## src/licd_pkg.sv

```systemverilog
// Purpose: shared constants, types and the command decoder for the init/decode block
// Assumes: 125 MHz core clock, one word per register on AHB-Lite
// Notes: the decoder module lives here beside the package it relies on
`timescale 1ns/1ps
`default_nettype none
package licd_pkg;

    // ------------------------------------------------------------
    // timing
    // ------------------------------------------------------------
    localparam int unsigned CLK_PERIOD_PS = 8000;
    localparam int unsigned TZQINIT_NS = 1000;
    localparam int unsigned TINIT5_NS = 10000;
    // least time, rounded up
    localparam logic [7:0] TZQINIT_CYC =
        8'((TZQINIT_NS * 1000 + CLK_PERIOD_PS - 1) / CLK_PERIOD_PS);
    // longest time, rounded down
    localparam logic [10:0] TINIT5_CYC = 11'((TINIT5_NS * 1000) / CLK_PERIOD_PS);
    // burst of eight on a double rate bus
    localparam logic [2:0] AP_DELAY_CYC = 3'h4;

    // ------------------------------------------------------------
    // mode register addresses
    // ------------------------------------------------------------
    localparam logic [7:0] MA_INFO = 8'h00;
    localparam logic [7:0] MA_ZQCAL = 8'h0a;
    localparam logic [7:0] MA_ODT = 8'h0b;
    localparam logic [7:0] MA_CAT_ENTRY1 = 8'h29;
    localparam logic [7:0] MA_CAT_EXIT = 8'h2a;
    localparam logic [7:0] MA_CAT_ENTRY2 = 8'h30;
    localparam logic [7:0] MA_RESET = 8'h3f;

    // ------------------------------------------------------------
    // software registers
    // ------------------------------------------------------------
    localparam logic [7:0] REG_CTRL = 8'h00;
    localparam logic [7:0] REG_STATUS = 8'h04;
    localparam logic [7:0] REG_LASTCMD = 8'h08;
    localparam logic [31:0] CTRL_RST = 32'h0000_0001;

    typedef enum logic [3:0]
    {
        CMD_NOP = 4'h0,
        CMD_MRW = 4'h1,
        CMD_MRR = 4'h2,
        CMD_REF_PB = 4'h3,
        CMD_REF_AB = 4'h4,
        CMD_ACT = 4'h5,
        CMD_WR = 4'h6,
        CMD_RD = 4'h7,
        CMD_PRE = 4'h8,
        CMD_SREF_IN = 4'h9,
        CMD_DPD_IN = 4'ha,
        CMD_PD_IN = 4'hb,
        CMD_PD_OUT = 4'hc,
        CMD_ILLEGAL = 4'hf
    } licd_cmd_t;

    typedef enum logic [3:0]
    {
        ST_POWER_ON = 4'h0,
        ST_PRE_RESET = 4'h1,
        ST_RESETTING = 4'h2,
        ST_RST_PD = 4'h3,
        ST_IDLE = 4'h4,
        ST_IDLE_PD = 4'h5,
        ST_ACT_PD = 4'h6,
        ST_SREF = 4'h7,
        ST_DPD = 4'h8
    } licd_state_t;

    // cs_n low plus ca0..ca3, ca0 in bit 0
    function automatic licd_cmd_t decode_cmd(input logic cs_n, input logic [3:0] ca);
        licd_cmd_t c;
        c = CMD_ILLEGAL;
        if (cs_n)
            c = CMD_NOP;
        else if (ca == 4'h0)
            c = CMD_MRW;
        else if (ca == 4'h8)
            c = CMD_MRR;
        else if (ca == 4'h4)
            c = CMD_REF_PB;
        else if (ca == 4'hc)
            c = CMD_REF_AB;
        else if (ca[1:0] == 2'h2)
            c = CMD_ACT;
        else if (ca[2:0] == 3'h1)
            c = CMD_WR;
        else if (ca[2:0] == 3'h5)
            c = CMD_RD;
        else if (ca == 4'hb)
            c = CMD_PRE;
        else if (ca[2:0] == 3'h7)
            c = CMD_NOP;
        return c;
    endfunction

endpackage

module licd_decode
(
    input wire logic cs_n,
    input wire logic [9:0] ca_r,
    input wire logic ca_z,
    input wire logic cke_prev,
    input wire logic cke_now,
    output licd_pkg::licd_cmd_t cmd
);
    import licd_pkg::*;

    always_comb
    begin
        cmd = CMD_NOP;
        if (cke_prev && !cke_now)
        begin
            if (cs_n)
                cmd = CMD_PD_IN;
            else if (ca_r[2:0] == 3'h3)
                cmd = CMD_DPD_IN;
            else if (ca_r[2:0] == 3'h4)
                cmd = CMD_SREF_IN;
            else
                cmd = CMD_ILLEGAL;
        end
        else if (!cke_prev && cke_now)
            cmd = cs_n ? CMD_PD_OUT : CMD_ILLEGAL;
        else if (cke_now && !ca_z)
            cmd = decode_cmd(cs_n, ca_r[3:0]);
    end

endmodule

`default_nettype wire

```

## src/licd_core.sv

```systemverilog
// Purpose: device-side init sequencing and command decode with AHB-Lite status port
// Assumes: pins sampled on clk after two flip-flops; hready is this slave's hreadyout
// Notes: zero wait state slave, OKAY only
//
// Overview of operation
// - ready tZQINIT after ZQ; then set MR1-3
// - floating command bus reads as NOP
// - termination off until MR11 after ZQ done
// - auto-init ends within 10 us, then idle
// - RESET restarts initialization from reset point
// - outputs high impedance while CKE low
// - decode commands from CS_n, CA0-3, CKE
// - precharge all when CA4 high, else bank
// - auto-precharge closes bank after burst
// - column bit zero always taken as zero
// - self refresh and deep power-down exit asynchronous
// - CKE rise with NOP leaves power-down
// - resetting power-down exit depends on auto-init expiry
// - MR0 read shows auto-init busy bit
//
// Decided for this implementation: the register offsets and register access over AHB-Lite.
`timescale 1ns/1ps
`default_nettype none

module licd_core
(
    input wire logic clk,
    input wire logic arst_n,
    input wire logic cke,
    input wire logic cs_n,
    input wire logic [9:0] ca_r,
    input wire logic [9:0] ca_f,
    input wire logic ca_z,
    input wire logic hsel,
    input wire logic [31:0] haddr,
    input wire logic [1:0] htrans,
    input wire logic hwrite,
    input wire logic [2:0] hsize,
    input wire logic [31:0] hwdata,
    input wire logic hready,
    output logic hreadyout,
    output logic hresp,
    output logic [31:0] hrdata,
    output logic [7:0] dq_out,
    output logic dq_oe,
    output logic odt_en,
    output logic [7:0] bank_open,
    output logic [11:0] col_addr,
    output logic [2:0] col_bank,
    output logic rd_pulse,
    output logic wr_pulse
);
    import licd_pkg::*;

    // ------------------------------------------------------------
    // pin synchronisers
    // ------------------------------------------------------------
    logic [21:0] pin_m_q;
    logic [21:0] pin_s_q;
    logic cke_s;
    logic cs_n_s;
    logic ca_z_s;
    logic [9:0] ca_r_s;
    logic [9:0] ca_f_s;
    logic cke_prev_q;

    always_ff @(posedge clk or negedge arst_n)
    begin
        if (!arst_n)
        begin
            pin_m_q <= 22'h000002;
            pin_s_q <= 22'h000002;
        end
        else
        begin
            pin_m_q <= {ca_f, ca_r, cs_n, cke};
            pin_s_q <= pin_m_q;
        end
    end

    assign cke_s = pin_s_q[0];
    assign cs_n_s = pin_s_q[1];
    assign ca_r_s = pin_s_q[11:2];
    assign ca_f_s = pin_s_q[21:12];

    always_ff @(posedge clk or negedge arst_n)
    begin
        if (!arst_n)
            cke_prev_q <= 1'b0;
        else
            cke_prev_q <= cke_s;
    end

    // ca_z travels separately so its reset value is high (floating bus)
    logic ca_z_m_q;
    logic ca_z_s_q;

    always_ff @(posedge clk or negedge arst_n)
    begin
        if (!arst_n)
        begin
            ca_z_m_q <= 1'b1;
            ca_z_s_q <= 1'b1;
        end
        else
        begin
            ca_z_m_q <= ca_z;
            ca_z_s_q <= ca_z_m_q;
        end
    end

    assign ca_z_s = ca_z_s_q;

    // ------------------------------------------------------------
    // command decode
    // ------------------------------------------------------------
    licd_cmd_t cmd;
    logic [7:0] mrw_ma;
    logic [7:0] mrw_op;
    logic cmd_en_q;
    logic acc;
    logic is_reset;

    licd_decode u_dec
    (
        .cs_n(cs_n_s),
        .ca_r(ca_r_s),
        .ca_z(ca_z_s),
        .cke_prev(cke_prev_q),
        .cke_now(cke_s),
        .cmd(cmd)
    );

    assign mrw_ma = {ca_f_s[1:0], ca_r_s[9:4]};
    assign mrw_op = ca_f_s[9:2];
    assign is_reset = (cmd == CMD_MRW) && (mrw_ma == MA_RESET) && cmd_en_q;

    // ------------------------------------------------------------
    // state machine
    // ------------------------------------------------------------
    licd_state_t state_q;
    logic [10:0] ainit_cnt_q;
    logic ainit_exp;
    logic ca_train_q;

    assign ainit_exp = (ainit_cnt_q == TINIT5_CYC);
    // training admits only RESET, NOP and the training entry and exit MRWs
    assign acc = cmd_en_q && !ca_train_q;

    always_ff @(posedge clk or negedge arst_n)
    begin
        if (!arst_n)
            state_q <= ST_POWER_ON;
        else if (is_reset && cke_s)
            state_q <= ST_RESETTING;
        else
        begin
            case (state_q)
                ST_POWER_ON:
                    if (cke_s)
                        state_q <= ST_PRE_RESET;
                ST_RESETTING:
                    if (ainit_exp)
                        state_q <= ST_IDLE;
                    else if (cmd == CMD_PD_IN)
                        state_q <= ST_RST_PD;
                ST_RST_PD:
                    if (cmd == CMD_PD_OUT)
                        state_q <= ainit_exp ? ST_IDLE : ST_RESETTING;
                ST_IDLE:
                    if (cmd == CMD_PD_IN && acc)
                        state_q <= (|bank_open) ? ST_ACT_PD : ST_IDLE_PD;
                    else if (cmd == CMD_SREF_IN && acc && !(|bank_open))
                        state_q <= ST_SREF;
                    else if (cmd == CMD_DPD_IN && acc && !(|bank_open))
                        state_q <= ST_DPD;
                ST_IDLE_PD, ST_ACT_PD, ST_SREF:
                    if (cmd == CMD_PD_OUT)
                        state_q <= ST_IDLE;
                ST_DPD:
                    if (cmd == CMD_PD_OUT)
                        state_q <= ST_POWER_ON;
                default:
                    state_q <= state_q;
            endcase
        end
    end

    // auto-init timer keeps running through resetting power-down
    always_ff @(posedge clk or negedge arst_n)
    begin
        if (!arst_n)
            ainit_cnt_q <= 11'h000;
        else if (is_reset && cke_s)
            ainit_cnt_q <= 11'h000;
        else if ((state_q == ST_RESETTING || state_q == ST_RST_PD) && !ainit_exp)
            ainit_cnt_q <= ainit_cnt_q + 11'h001;
    end

    // ------------------------------------------------------------
    // training, ZQ and termination
    // ------------------------------------------------------------
    logic idle_cmd;
    logic zq_go;
    logic [7:0] zq_cnt_q;
    logic zq_busy_q;
    logic zq_done_q;
    logic odt_q;

    assign idle_cmd = (state_q == ST_IDLE) && (cmd == CMD_MRW) && cmd_en_q;
    assign zq_go = idle_cmd && !ca_train_q && (mrw_ma == MA_ZQCAL) && !zq_busy_q && !zq_done_q;

    always_ff @(posedge clk or negedge arst_n)
    begin
        if (!arst_n)
            ca_train_q <= 1'b0;
        else if (is_reset)
            ca_train_q <= 1'b0;
        else if (idle_cmd && (mrw_ma == MA_CAT_ENTRY1 || mrw_ma == MA_CAT_ENTRY2))
            ca_train_q <= 1'b1;
        else if (idle_cmd && mrw_ma == MA_CAT_EXIT)
            ca_train_q <= 1'b0;
    end

    always_ff @(posedge clk or negedge arst_n)
    begin
        if (!arst_n)
        begin
            zq_cnt_q <= 8'h00;
            zq_busy_q <= 1'b0;
            zq_done_q <= 1'b0;
        end
        else if (is_reset)
        begin
            zq_cnt_q <= 8'h00;
            zq_busy_q <= 1'b0;
            zq_done_q <= 1'b0;
        end
        else if (zq_go)
        begin
            zq_cnt_q <= TZQINIT_CYC;
            zq_busy_q <= 1'b1;
            zq_done_q <= 1'b0;
        end
        else if (zq_busy_q)
        begin
            zq_cnt_q <= zq_cnt_q - 8'h01;
            if (zq_cnt_q == 8'h01)
            begin
                zq_busy_q <= 1'b0;
                zq_done_q <= 1'b1;
            end
        end
    end

    always_ff @(posedge clk or negedge arst_n)
    begin
        if (!arst_n)
            odt_q <= 1'b0;
        else if (is_reset)
            odt_q <= 1'b0;
        else if (idle_cmd && !ca_train_q && mrw_ma == MA_ODT && zq_done_q)
            odt_q <= mrw_op[0];
    end

    assign odt_en = odt_q;

    // ------------------------------------------------------------
    // banks and column path
    // ------------------------------------------------------------
    logic bank_cmd;
    logic [2:0] ba;
    logic ap_go;
    logic [2:0] ap_cnt_q;
    logic [2:0] ap_bank_q;
    logic [7:0] open_q;

    assign bank_cmd = (state_q == ST_IDLE) && acc;
    assign ba = ca_r_s[9:7];
    assign ap_go = bank_cmd && (cmd == CMD_RD || cmd == CMD_WR) && ca_f_s[0];

    always_ff @(posedge clk or negedge arst_n)
    begin
        if (!arst_n)
        begin
            ap_cnt_q <= 3'h0;
            ap_bank_q <= 3'h0;
        end
        else if (ap_go)
        begin
            ap_cnt_q <= AP_DELAY_CYC;
            ap_bank_q <= ba;
        end
        else if (ap_cnt_q != 3'h0)
            ap_cnt_q <= ap_cnt_q - 3'h1;
    end

    always_ff @(posedge clk or negedge arst_n)
    begin
        if (!arst_n)
            open_q <= 8'h00;
        else if (is_reset)
            open_q <= 8'h00;
        else
        begin
            if (ap_cnt_q == 3'h1)
                open_q[ap_bank_q] <= 1'b0;
            if (bank_cmd && cmd == CMD_ACT)
                open_q[ba] <= 1'b1;
            else if (bank_cmd && cmd == CMD_PRE && ca_r_s[4])
                open_q <= 8'h00;
            else if (bank_cmd && cmd == CMD_PRE)
                open_q[ba] <= 1'b0;
        end
    end

    assign bank_open = open_q;

    always_ff @(posedge clk or negedge arst_n)
    begin
        if (!arst_n)
        begin
            col_addr <= 12'h000;
            col_bank <= 3'h0;
            rd_pulse <= 1'b0;
            wr_pulse <= 1'b0;
        end
        else
        begin
            rd_pulse <= bank_cmd && cmd == CMD_RD;
            wr_pulse <= bank_cmd && cmd == CMD_WR;
            if (bank_cmd && (cmd == CMD_RD || cmd == CMD_WR))
            begin
                col_addr <= {ca_f_s[9:1], ca_r_s[6:5], 1'b0};
                col_bank <= ba;
            end
        end
    end

    // ------------------------------------------------------------
    // mode register read path
    // ------------------------------------------------------------
    logic dai;

    assign dai = (state_q == ST_RESETTING || state_q == ST_RST_PD);

    // nothing drives while cke is low
    always_ff @(posedge clk or negedge arst_n)
    begin
        if (!arst_n)
        begin
            dq_oe <= 1'b0;
            dq_out <= 8'h00;
        end
        else
        begin
            dq_oe <= cke_s && cmd == CMD_MRR && acc && state_q != ST_PRE_RESET;
            if (cmd == CMD_MRR && mrw_ma == MA_INFO)
                dq_out <= {7'h00, dai};
            else if (cmd == CMD_MRR)
                dq_out <= 8'h00;
        end
    end

    // ------------------------------------------------------------
    // AHB-Lite slave
    // ------------------------------------------------------------
    logic wr_ph_q;
    logic [7:0] wr_addr_q;
    logic [3:0] last_cmd_q;
    logic [15:0] last_mr_q;
    logic [31:0] rd_val;

    assign hreadyout = 1'b1;
    assign hresp = 1'b0;

    always_comb
    begin
        rd_val = 32'h0000_0000;
        if (haddr[7:0] == REG_CTRL)
            rd_val = {31'h0000_0000, cmd_en_q};
        else if (haddr[7:0] == REG_STATUS)
            rd_val = {16'h0000, open_q, ca_train_q, odt_q, zq_done_q, dai, state_q};
        else if (haddr[7:0] == REG_LASTCMD)
            rd_val = {8'h00, last_mr_q, 4'h0, last_cmd_q};
    end

    always_ff @(posedge clk or negedge arst_n)
    begin
        if (!arst_n)
        begin
            wr_ph_q <= 1'b0;
            wr_addr_q <= 8'h00;
            hrdata <= 32'h0000_0000;
        end
        else if (hready)
        begin
            wr_ph_q <= hsel && htrans[1] && hwrite && hsize == 3'h2;
            wr_addr_q <= haddr[7:0];
            if (hsel && htrans[1] && !hwrite && haddr[31:8] == 24'h000000)
                hrdata <= rd_val;
            else
                hrdata <= 32'h0000_0000;
        end
    end

    always_ff @(posedge clk or negedge arst_n)
    begin
        if (!arst_n)
            cmd_en_q <= CTRL_RST[0];
        else if (wr_ph_q && wr_addr_q == REG_CTRL)
            cmd_en_q <= hwdata[0];
    end

    always_ff @(posedge clk or negedge arst_n)
    begin
        if (!arst_n)
        begin
            last_cmd_q <= 4'h0;
            last_mr_q <= 16'h0000;
        end
        else if (cmd != CMD_NOP)
        begin
            last_cmd_q <= cmd;
            last_mr_q <= {mrw_op, mrw_ma};
        end
    end
endmodule

`default_nettype wire

```

## config.mk

```make
export PLATFORM = sky130hd
export DESIGN_NAME = licd_core
export DESIGN_NICKNAME = d
export VERILOG_FILES = /design/src/licd_pkg.sv /design/src/licd_core.sv
export SDC_FILE = /design/constraint.sdc
export NUM_CORES = 1
export LEC_CHECK = 0
export ABC_AREA = 1
export BUFFER_PORTS_ARGS = -buffer_cell sky130_fd_sc_hd__buf_2
export CAP_MARGIN = 40
export CELL_PAD_IN_SITES_DETAIL_PLACEMENT = 0
export CELL_PAD_IN_SITES_GLOBAL_PLACEMENT = 1
export CORE_MARGIN = 8
export CORE_UTILIZATION = 40
export CTS_CLUSTER_DIAMETER = 150
export CTS_CLUSTER_SIZE = 12
export DETAILED_ROUTE_END_ITERATION = 7
export HOLD_SLACK_MARGIN = 0.02
export PLACE_DENSITY = 0.85
export SETUP_SLACK_MARGIN = 0.3
export SYNTH_ARGS = -nofsm -noshare
export SYNTH_HDL_FRONTEND = slang
export SYNTH_SLANG_ARGS = --single-unit
```

## constraint.sdc

```tcl
create_clock -name clk -period 2.3 [get_ports clk]
set_input_delay 0.345 -clock clk [delete_from_list [all_inputs] [get_ports clk]]
set_output_delay 0.345 -clock clk [all_outputs]
set_load 0.03 [all_outputs]
```

==> metrics.txt, run 1 <==
total gr overflow 0; FMAX 0.524 GHz; Slew Limit Fails 0; area of the mapped netlist 7410 um^2; clock latency on the worst-skew pair 420 ps; first-pass GRT wire length 29200 um; # IOs 166; crit path capture type flip-flop; clock skew 6.79 ps; Vias/cell 4.85; Yosys warning count 0; Crit Path Category reg2reg; drt first pass iters 6; Worst VDD drop 638 uV; Syn Area/Cell 8.83 um^2; share of cells above drive strength 1 0.263; final setup vio count 0; crit-path max FO 8; static leakage 4.94 nW; Hold WS 141 ps; # fillers 1655; Clk Tree Root Cell clkbuf_16; Critical path destination bank_open[1]$_DFF_PN0_; Hold Vio Cnt, Final 0; initial core utilization 0.410; die extent in y 152 um; IO buf count 115; outcome completed; NumNets Final 1116; Worst R2R Setup Slack 390 ps; crit path from pin_s_q[2]$_DFF_PN0_; clk sink count 160; setup TNS 0 ps; Layout Utilization 0.523; CP required 2610 ps; r2r endpoint bank_open[1]$_DFF_PN0_; total number of vias 6081; antenna violations before repair 1; Tightest Hold Check Type in2reg; Routed WL 18100 um; final worst path period need 1910 ps; Iter 0 DRT Violations 317; Die X 152 um; CTS max path bufs 2; post-synthesis cell type count 48; Syn Inst Count 839; Layout area overhead 27.6%; pin count of the biggest net entering global routing 66; Setup crit start kind flip-flop; FF+latch count, synth 160; sequential share of the synthesized area 0.541; worst path arrival time 2220 ps; Post-synth EDFFs 0; Synth async-reset ratio 1.00; Total GRT Usage 0.154; row cnt 49; gpl congestion 0.842; CTS tree built; vias in the first global route 5783; H-Tree Depth 4; Rel. slew slack 0.596; Worst-Margin Slew 604 ps; CTS Buf Count 17; core area 18100 um^2; Main synth FF type dfrtp_1; Routed WL per cell 14.4 um; die area 23100 um^2; Tcrit/Tclk final 0.830; Post-DP HPWL 13200 um; worst r2r path cells 10; Power Dens Cells 706 nW/um^2; clock slew at reported path FFs 60 ps; max-cap viol count 0; RSZ-0062 raised after global routing true; RR Startpoint pin_s_q[2]$_DFF_PN0_; antenna-violating nets left 0; DRC 0
repair_timing:
action                     4_1_cts  5_1_grt
hold buffers                    21        3
setup endpoints to repair       15       67
pin swaps                        0       26
buffers inserted                 0       10
gates resized for setup          4       51
cloned                           0        2
hold endpoints to repair        73        3
cell usage after synthesis (6+ instances only):
cell type	count	area [um^2]
xor2_1	7	61.3
nand2_2	7	43.8
nor4_1	13	81.3
o21ai_1	7	35.0
o21ai_0	70	350
buf_4	18	135
nor2_1	57	214
inv_2	12	45.0
nor3_1	14	70.1
dfrtp_1	155	3880
clkbuf_1	12	45.0
ha_1	7	87.6
a21oi_1	12	60.1
inv_1	85	319
o31ai_1	7	52.6
nand3_1	47	235
o211a_1	8	80.1
nand2_1	217	815
o21ai_2	6	52.6
nand4_1	22	138
how the worst min path moves through the flow:
| stage | start | endpoint | slack (ps) | cells past startpoint |
|---|---|---|---|---|
| after floorplan | arst_n | ainit_cnt_q[0]$_DFFE_PN0P_ | 50 | 0 |
| after global placement | pin_m_q[4]$_DFF_PN0_ | pin_s_q[4]$_DFF_PN0_ | 330 | 0 |
| after detailed placement | pin_m_q[0]$_DFF_PN0_ | pin_s_q[0]$_DFF_PN0_ | 330 | 0 |
| after CTS | ca_f[3] | pin_m_q[15]$_DFF_PN0_ | 20 | 1 |
| after global routing | haddr[5] | wr_addr_q[5]$_DFFE_PN0P_ | 140 | 3 |
| final | haddr[5] | wr_addr_q[5]$_DFFE_PN0P_ | 140 | 3 |
where the power goes:
group	switching, mW	internal [mW]	total [mW]
combinational	0.399	0.224	0.623
clock	1.11	1.94	3.05
sequential	0.0726	2.93	3.00
placed cells by master, fill, tap and decap left out, types with 12 or more instances in the layout:
cell type and count:
buf_4 31, nand2_2 18, clkbuf_16 17, nand3_1 44, nor4_1 13, dlygate4sd3_1 24
a21oi_1 12, o21ai_0 67, buf_2 114, nor3_1 12, nand2_1 203, conb_1 18
nand4_1 22, inv_2 13, dfrtp_1 153, inv_1 83, nor2_1 47
routing by layer:
metal,global-route usage,wire (um)
met1,0.219,9110
met2,0.228,7980
met3,0.0394,845
met4,0.0438,121
met5,0,0
cells by family (layout without fill, tap and decap cells):
group,count (synthesis),in the layout,synth area share
xor+xnor,10,10,0.0118
mux,1,1,0.00152
buf+inv,137,305,0.0843
flops,160,160,0.541
compound gates,120,120,0.0981
other cells,2,19,0.00101
fa+ha+maj,7,7,0.0118
simple gates,402,404,0.250
flip-flops by register name, summed over array words and instances, names as in the netlist, 8 cells and up:
register     flops
bank_open        8
pin_m_q         22
col_addr        11
pin_s_q         22
zq_cnt_q         8
hrdata          24
ainit_cnt_q     11
wr_addr_q        8
last_mr_q       16
final cells by class:
| class | count | area (um^2) | area share |
|---|---|---|---|
| Antenna cell | 1 | 2.50 | 0.000265 |
| Clock buffer | 20 | 437 | 0.0462 |
| Clock inverter | 12 | 208 | 0.0220 |
| Inverter | 100 | 385 | 0.0408 |
| Multi-Input combinational cell | 560 | 3020 | 0.319 |
| Sequential cell | 160 | 4010 | 0.424 |
| Tap cell | 229 | 287 | 0.0303 |
| Timing Repair Buffer | 173 | 1110 | 0.117 |
critical path: stages (launching register included):
cell and delay (ps):
dfrtp_2 440, nor2_4 140, nand2_1 60, nand2_1 80
o21ai_2 70, nand2_1 60, nand2_1 140, nor2_2 260
nand4_1 120, buf_4 190, o211a_1 230
stage by stage:
stage | total power, mW | cells | cell area (um^2) | setup WS [ps]
final | 6.68 | 1255 | 9450 | 392
after global routing | 6.96 | 1255 | 9450 | 238
after CTS | 6.68 | 1239 | 9160 | 291
after detailed placement | 3.58 | 1186 | 8290 | 263
after global placement | 3.56 | 1186 | 8290 | 274
after floorplan | 3.37 | 855 | 7470 | 456
Power figures use the tool's default switching activity.
==> inputs of run 2 (changes only) <==
- clock period: 2.3 -> 2 ns (I/O delays scaled with it)
==> run 2 against run 1 <==
- critical path depth up 2
- non-clock buffer count up 49
- clock skew up 0.87 ps
- wire length up 16%
- register-to-register slack worse by 360 ps
- utilization up 5.3 points
- combinational power up 59%
- power up 18%
- global-route usage up 1.4 points
- clock power up 13%
- critical path type unchanged
- largest power group is now registers
==> metrics.txt, run 2 (synthesis gave the netlist of run 1 again) <==
Hold Path End wr_addr_q[5]$_DFFE_PN0P_; worst path arrival time 2290 ps (+70 ps); antenna-violating nets left 0 (unchanged); outcome completed; max-cap viol count 0 (unchanged); Die X 152 um (unchanged); pre-CTS WS 0.782 ps (-262 ps); crit-path max FO 5 (-3); Clock power frac 0.438 (-0.019); IO buf count 115 (unchanged); # fillers 1512 (-8.6%); Internal 5.92 mW (+16%); FMAX 0.509 GHz (-2.9%); share of cells above drive strength 1 0.346 (+0.0823); hold path start haddr[5]; combinational power share 0.125 (+0.032); Slew Limit Fails 0 (unchanged); die extent in y 152 um (unchanged); Hold WS 91.3 ps (-49.5 ps); Hold Vio Cnt, Final 0 (unchanged); Tightest Hold Check Type in2reg; core area 18100 um^2 (unchanged); static leakage 5.32 nW (+7.7%); gpl congestion 0.833 (-1.0%); Post-DP HPWL 13500 um (+2.1%); r2r endpoint state_q[2]$_DFFE_PN0P_; final worst path period need 1970 ps (+57.6 ps); Total GRT Usage 0.168 (+0.0139); Worst VDD drop 645 uV (+1.1%); Vias/cell 5.04 (+4.1%); antenna violations before repair 0 (-1); Setup crit start kind flip-flop; total number of vias 6595 (+8.5%); clock slew at reported path FFs 60 ps (about the same); Iter 0 DRT Violations 435 (+37%); Tot Pwr 7.91 mW (+18%); Worst R2R Setup Slack 30 ps (-360 ps); post-route cell area 10400 um^2 (+10%); largest reg by FF count hrdata; RSZ-0062 raised after global routing true; Routed WL per cell 16.1 um (+12%); Layout Utilization 0.576 (+0.0529); DRC 0 (unchanged); area of the multi-input gates 3330 um^2 (+10%); die area 23100 um^2 (unchanged); CTS tree built; Routed WL 21000 um (+16%); commonest cells after routing, fill and taps aside nand2_1 (188), dfrtp_1 (151), buf_2 (114); CP required 2320 ps (-290 ps); Power Dens Cells 760 nW/um^2 (+7.5%); # IOs 166 (unchanged); Largest register FFs 24 (unchanged); H-Tree Depth 4 (unchanged); total gr overflow 0 (unchanged); Largest regs hrdata: 24 flops, pin_m_q: 22 flops, pin_s_q: 22 flops; cell depth of the worst hold path 3 (unchanged); clock skew 7.66 ps (+0.871 ps); clk sink count 160 (unchanged); worst r2r path cells 12 (+2); Sequential Power Share 0.437 (-0.013); RR Startpoint pin_s_q[3]$_DFF_PN0_; initial core utilization 0.410 (unchanged); row cnt 49 (unchanged); Layout area overhead 40.5%; pin count of the biggest net entering global routing 61 (-7.6%); commonest non-fill, non-tap cell in the layout nand2_1; vias in the first global route 6398 (+11%); Crit Path Category reg2reg; final setup vio count 0 (unchanged); placed cell area 8430 um^2 (+1.6%); setup slack after layout 34.1 ps (-358 ps); NumNets Final 1170 (+4.8%); crit path capture type flip-flop; first-pass GRT wire length 31800 um (+8.6%); drt first pass iters 5 (-1); Clk Tree Root Cell clkbuf_16; clock latency on the worst-skew pair 430 ps (about the same); Tcrit/Tclk final 0.983 (+0.153); n_diodes 0 (-1); CTS Buf Count 17 (unchanged); CTS max path bufs 2 (unchanged); register area 4020 um^2 (about the same); Switching Share 0.251 (+0.0138); NetSw 1.99 mW (+25%)
==> run 2: cell count changes in the layout (fill, tap and decap cells not counted), moves of 9 or more <==
cell / change
buf_4: +20
buf_6: +17
nand2_1: -15
nand2_2: +9
nor2_1: -10
o21ai_0: -13
o21ai_1: +9
==> run 2: routing by layer <==
layer / track usage / vias up / wire length (um)
met5: 0 / - / 0
met4: 0.0600 / 0 / 316
met3: 0.0394 / 32 / 1290
met2: 0.259 / 223 / 9810
met1: 0.228 / 3165 / 9600
li1: - / 3175 / -
==> run 2: worst max-delay path, cell delays in order, from the launching register on <==
cell      delay, ps
dfrtp_2         440
nor2_4          180
nand2_2          80
nand4_1          80
nand2_2          70
buf_4           140
a21boi_4        260
nand2_2         120
buf_4           160
nand3_1         100
nand2_1          70
nand4_1         100
nand2_1          60
==> run 2: how the worst max path moves through the flow <==
stage	end	depth (start not counted)	slack, ps	start
CTS	bank_open[5]$_DFF_PN0_	12	120	pin_s_q[2]$_DFF_PN0_
finish	state_q[2]$_DFFE_PN0P_	12	30	pin_s_q[3]$_DFF_PN0_
detailed placement	zq_cnt_q[5]$_DFFE_PN0P_	10	0.8	pin_s_q[3]$_DFF_PN0_
global placement	zq_cnt_q[5]$_DFFE_PN0P_	10	50	pin_s_q[3]$_DFF_PN0_
floorplan	state_q[3]$_DFFE_PN0P_	12	200	pin_s_q[3]$_DFF_PN0_
global route	odt_en$_DFFE_PN0P_	13	-40	pin_s_q[3]$_DFF_PN0_
==> run 2: power by group through the flow <==
stage          registers (mW)  clock network [mW]  logic, mW
5_1_grt                  3.47                3.64       1.08
3_3_place_gp             3.50                   0      0.632
4_1_cts                  3.45                3.49      0.817
6_report                 3.46                3.46      0.989
2_1_floorplan            3.48                   0      0.399
3_5_place_dp             3.50                   0      0.639
==> run 2: cell type report <==
type                    count  share of cell area
flip-flops and latches    160               0.386
multi-input cells         561               0.320
repair buffers            222               0.163
clock buffers              20              0.0429
inverters                 100              0.0382
well taps                 229              0.0275
clock inverters            12              0.0176
repair inverters            4             0.00481
==> run 2: stage by stage <==
| step | cells | setup TNS [ps] |
|---|---|---|
| after CTS | 1285 | 0 |
| after global placement | 1196 | 0 |
| after detailed placement | 1196 | 0 |
| after floorplan | 855 | 0 |
| final | 1308 | 0 |
| after global routing | 1308 | -329 |
==> run 2: what timing repair did <==
item	4_1_cts	5_1_grt
hold buffers	24	0
endpoints found under the hold margin	51	0
cloned	2	10
setup buffers	31	13
pin swaps	21	39
endpoints found under the setup margin	74	76
resized for setup	44	113
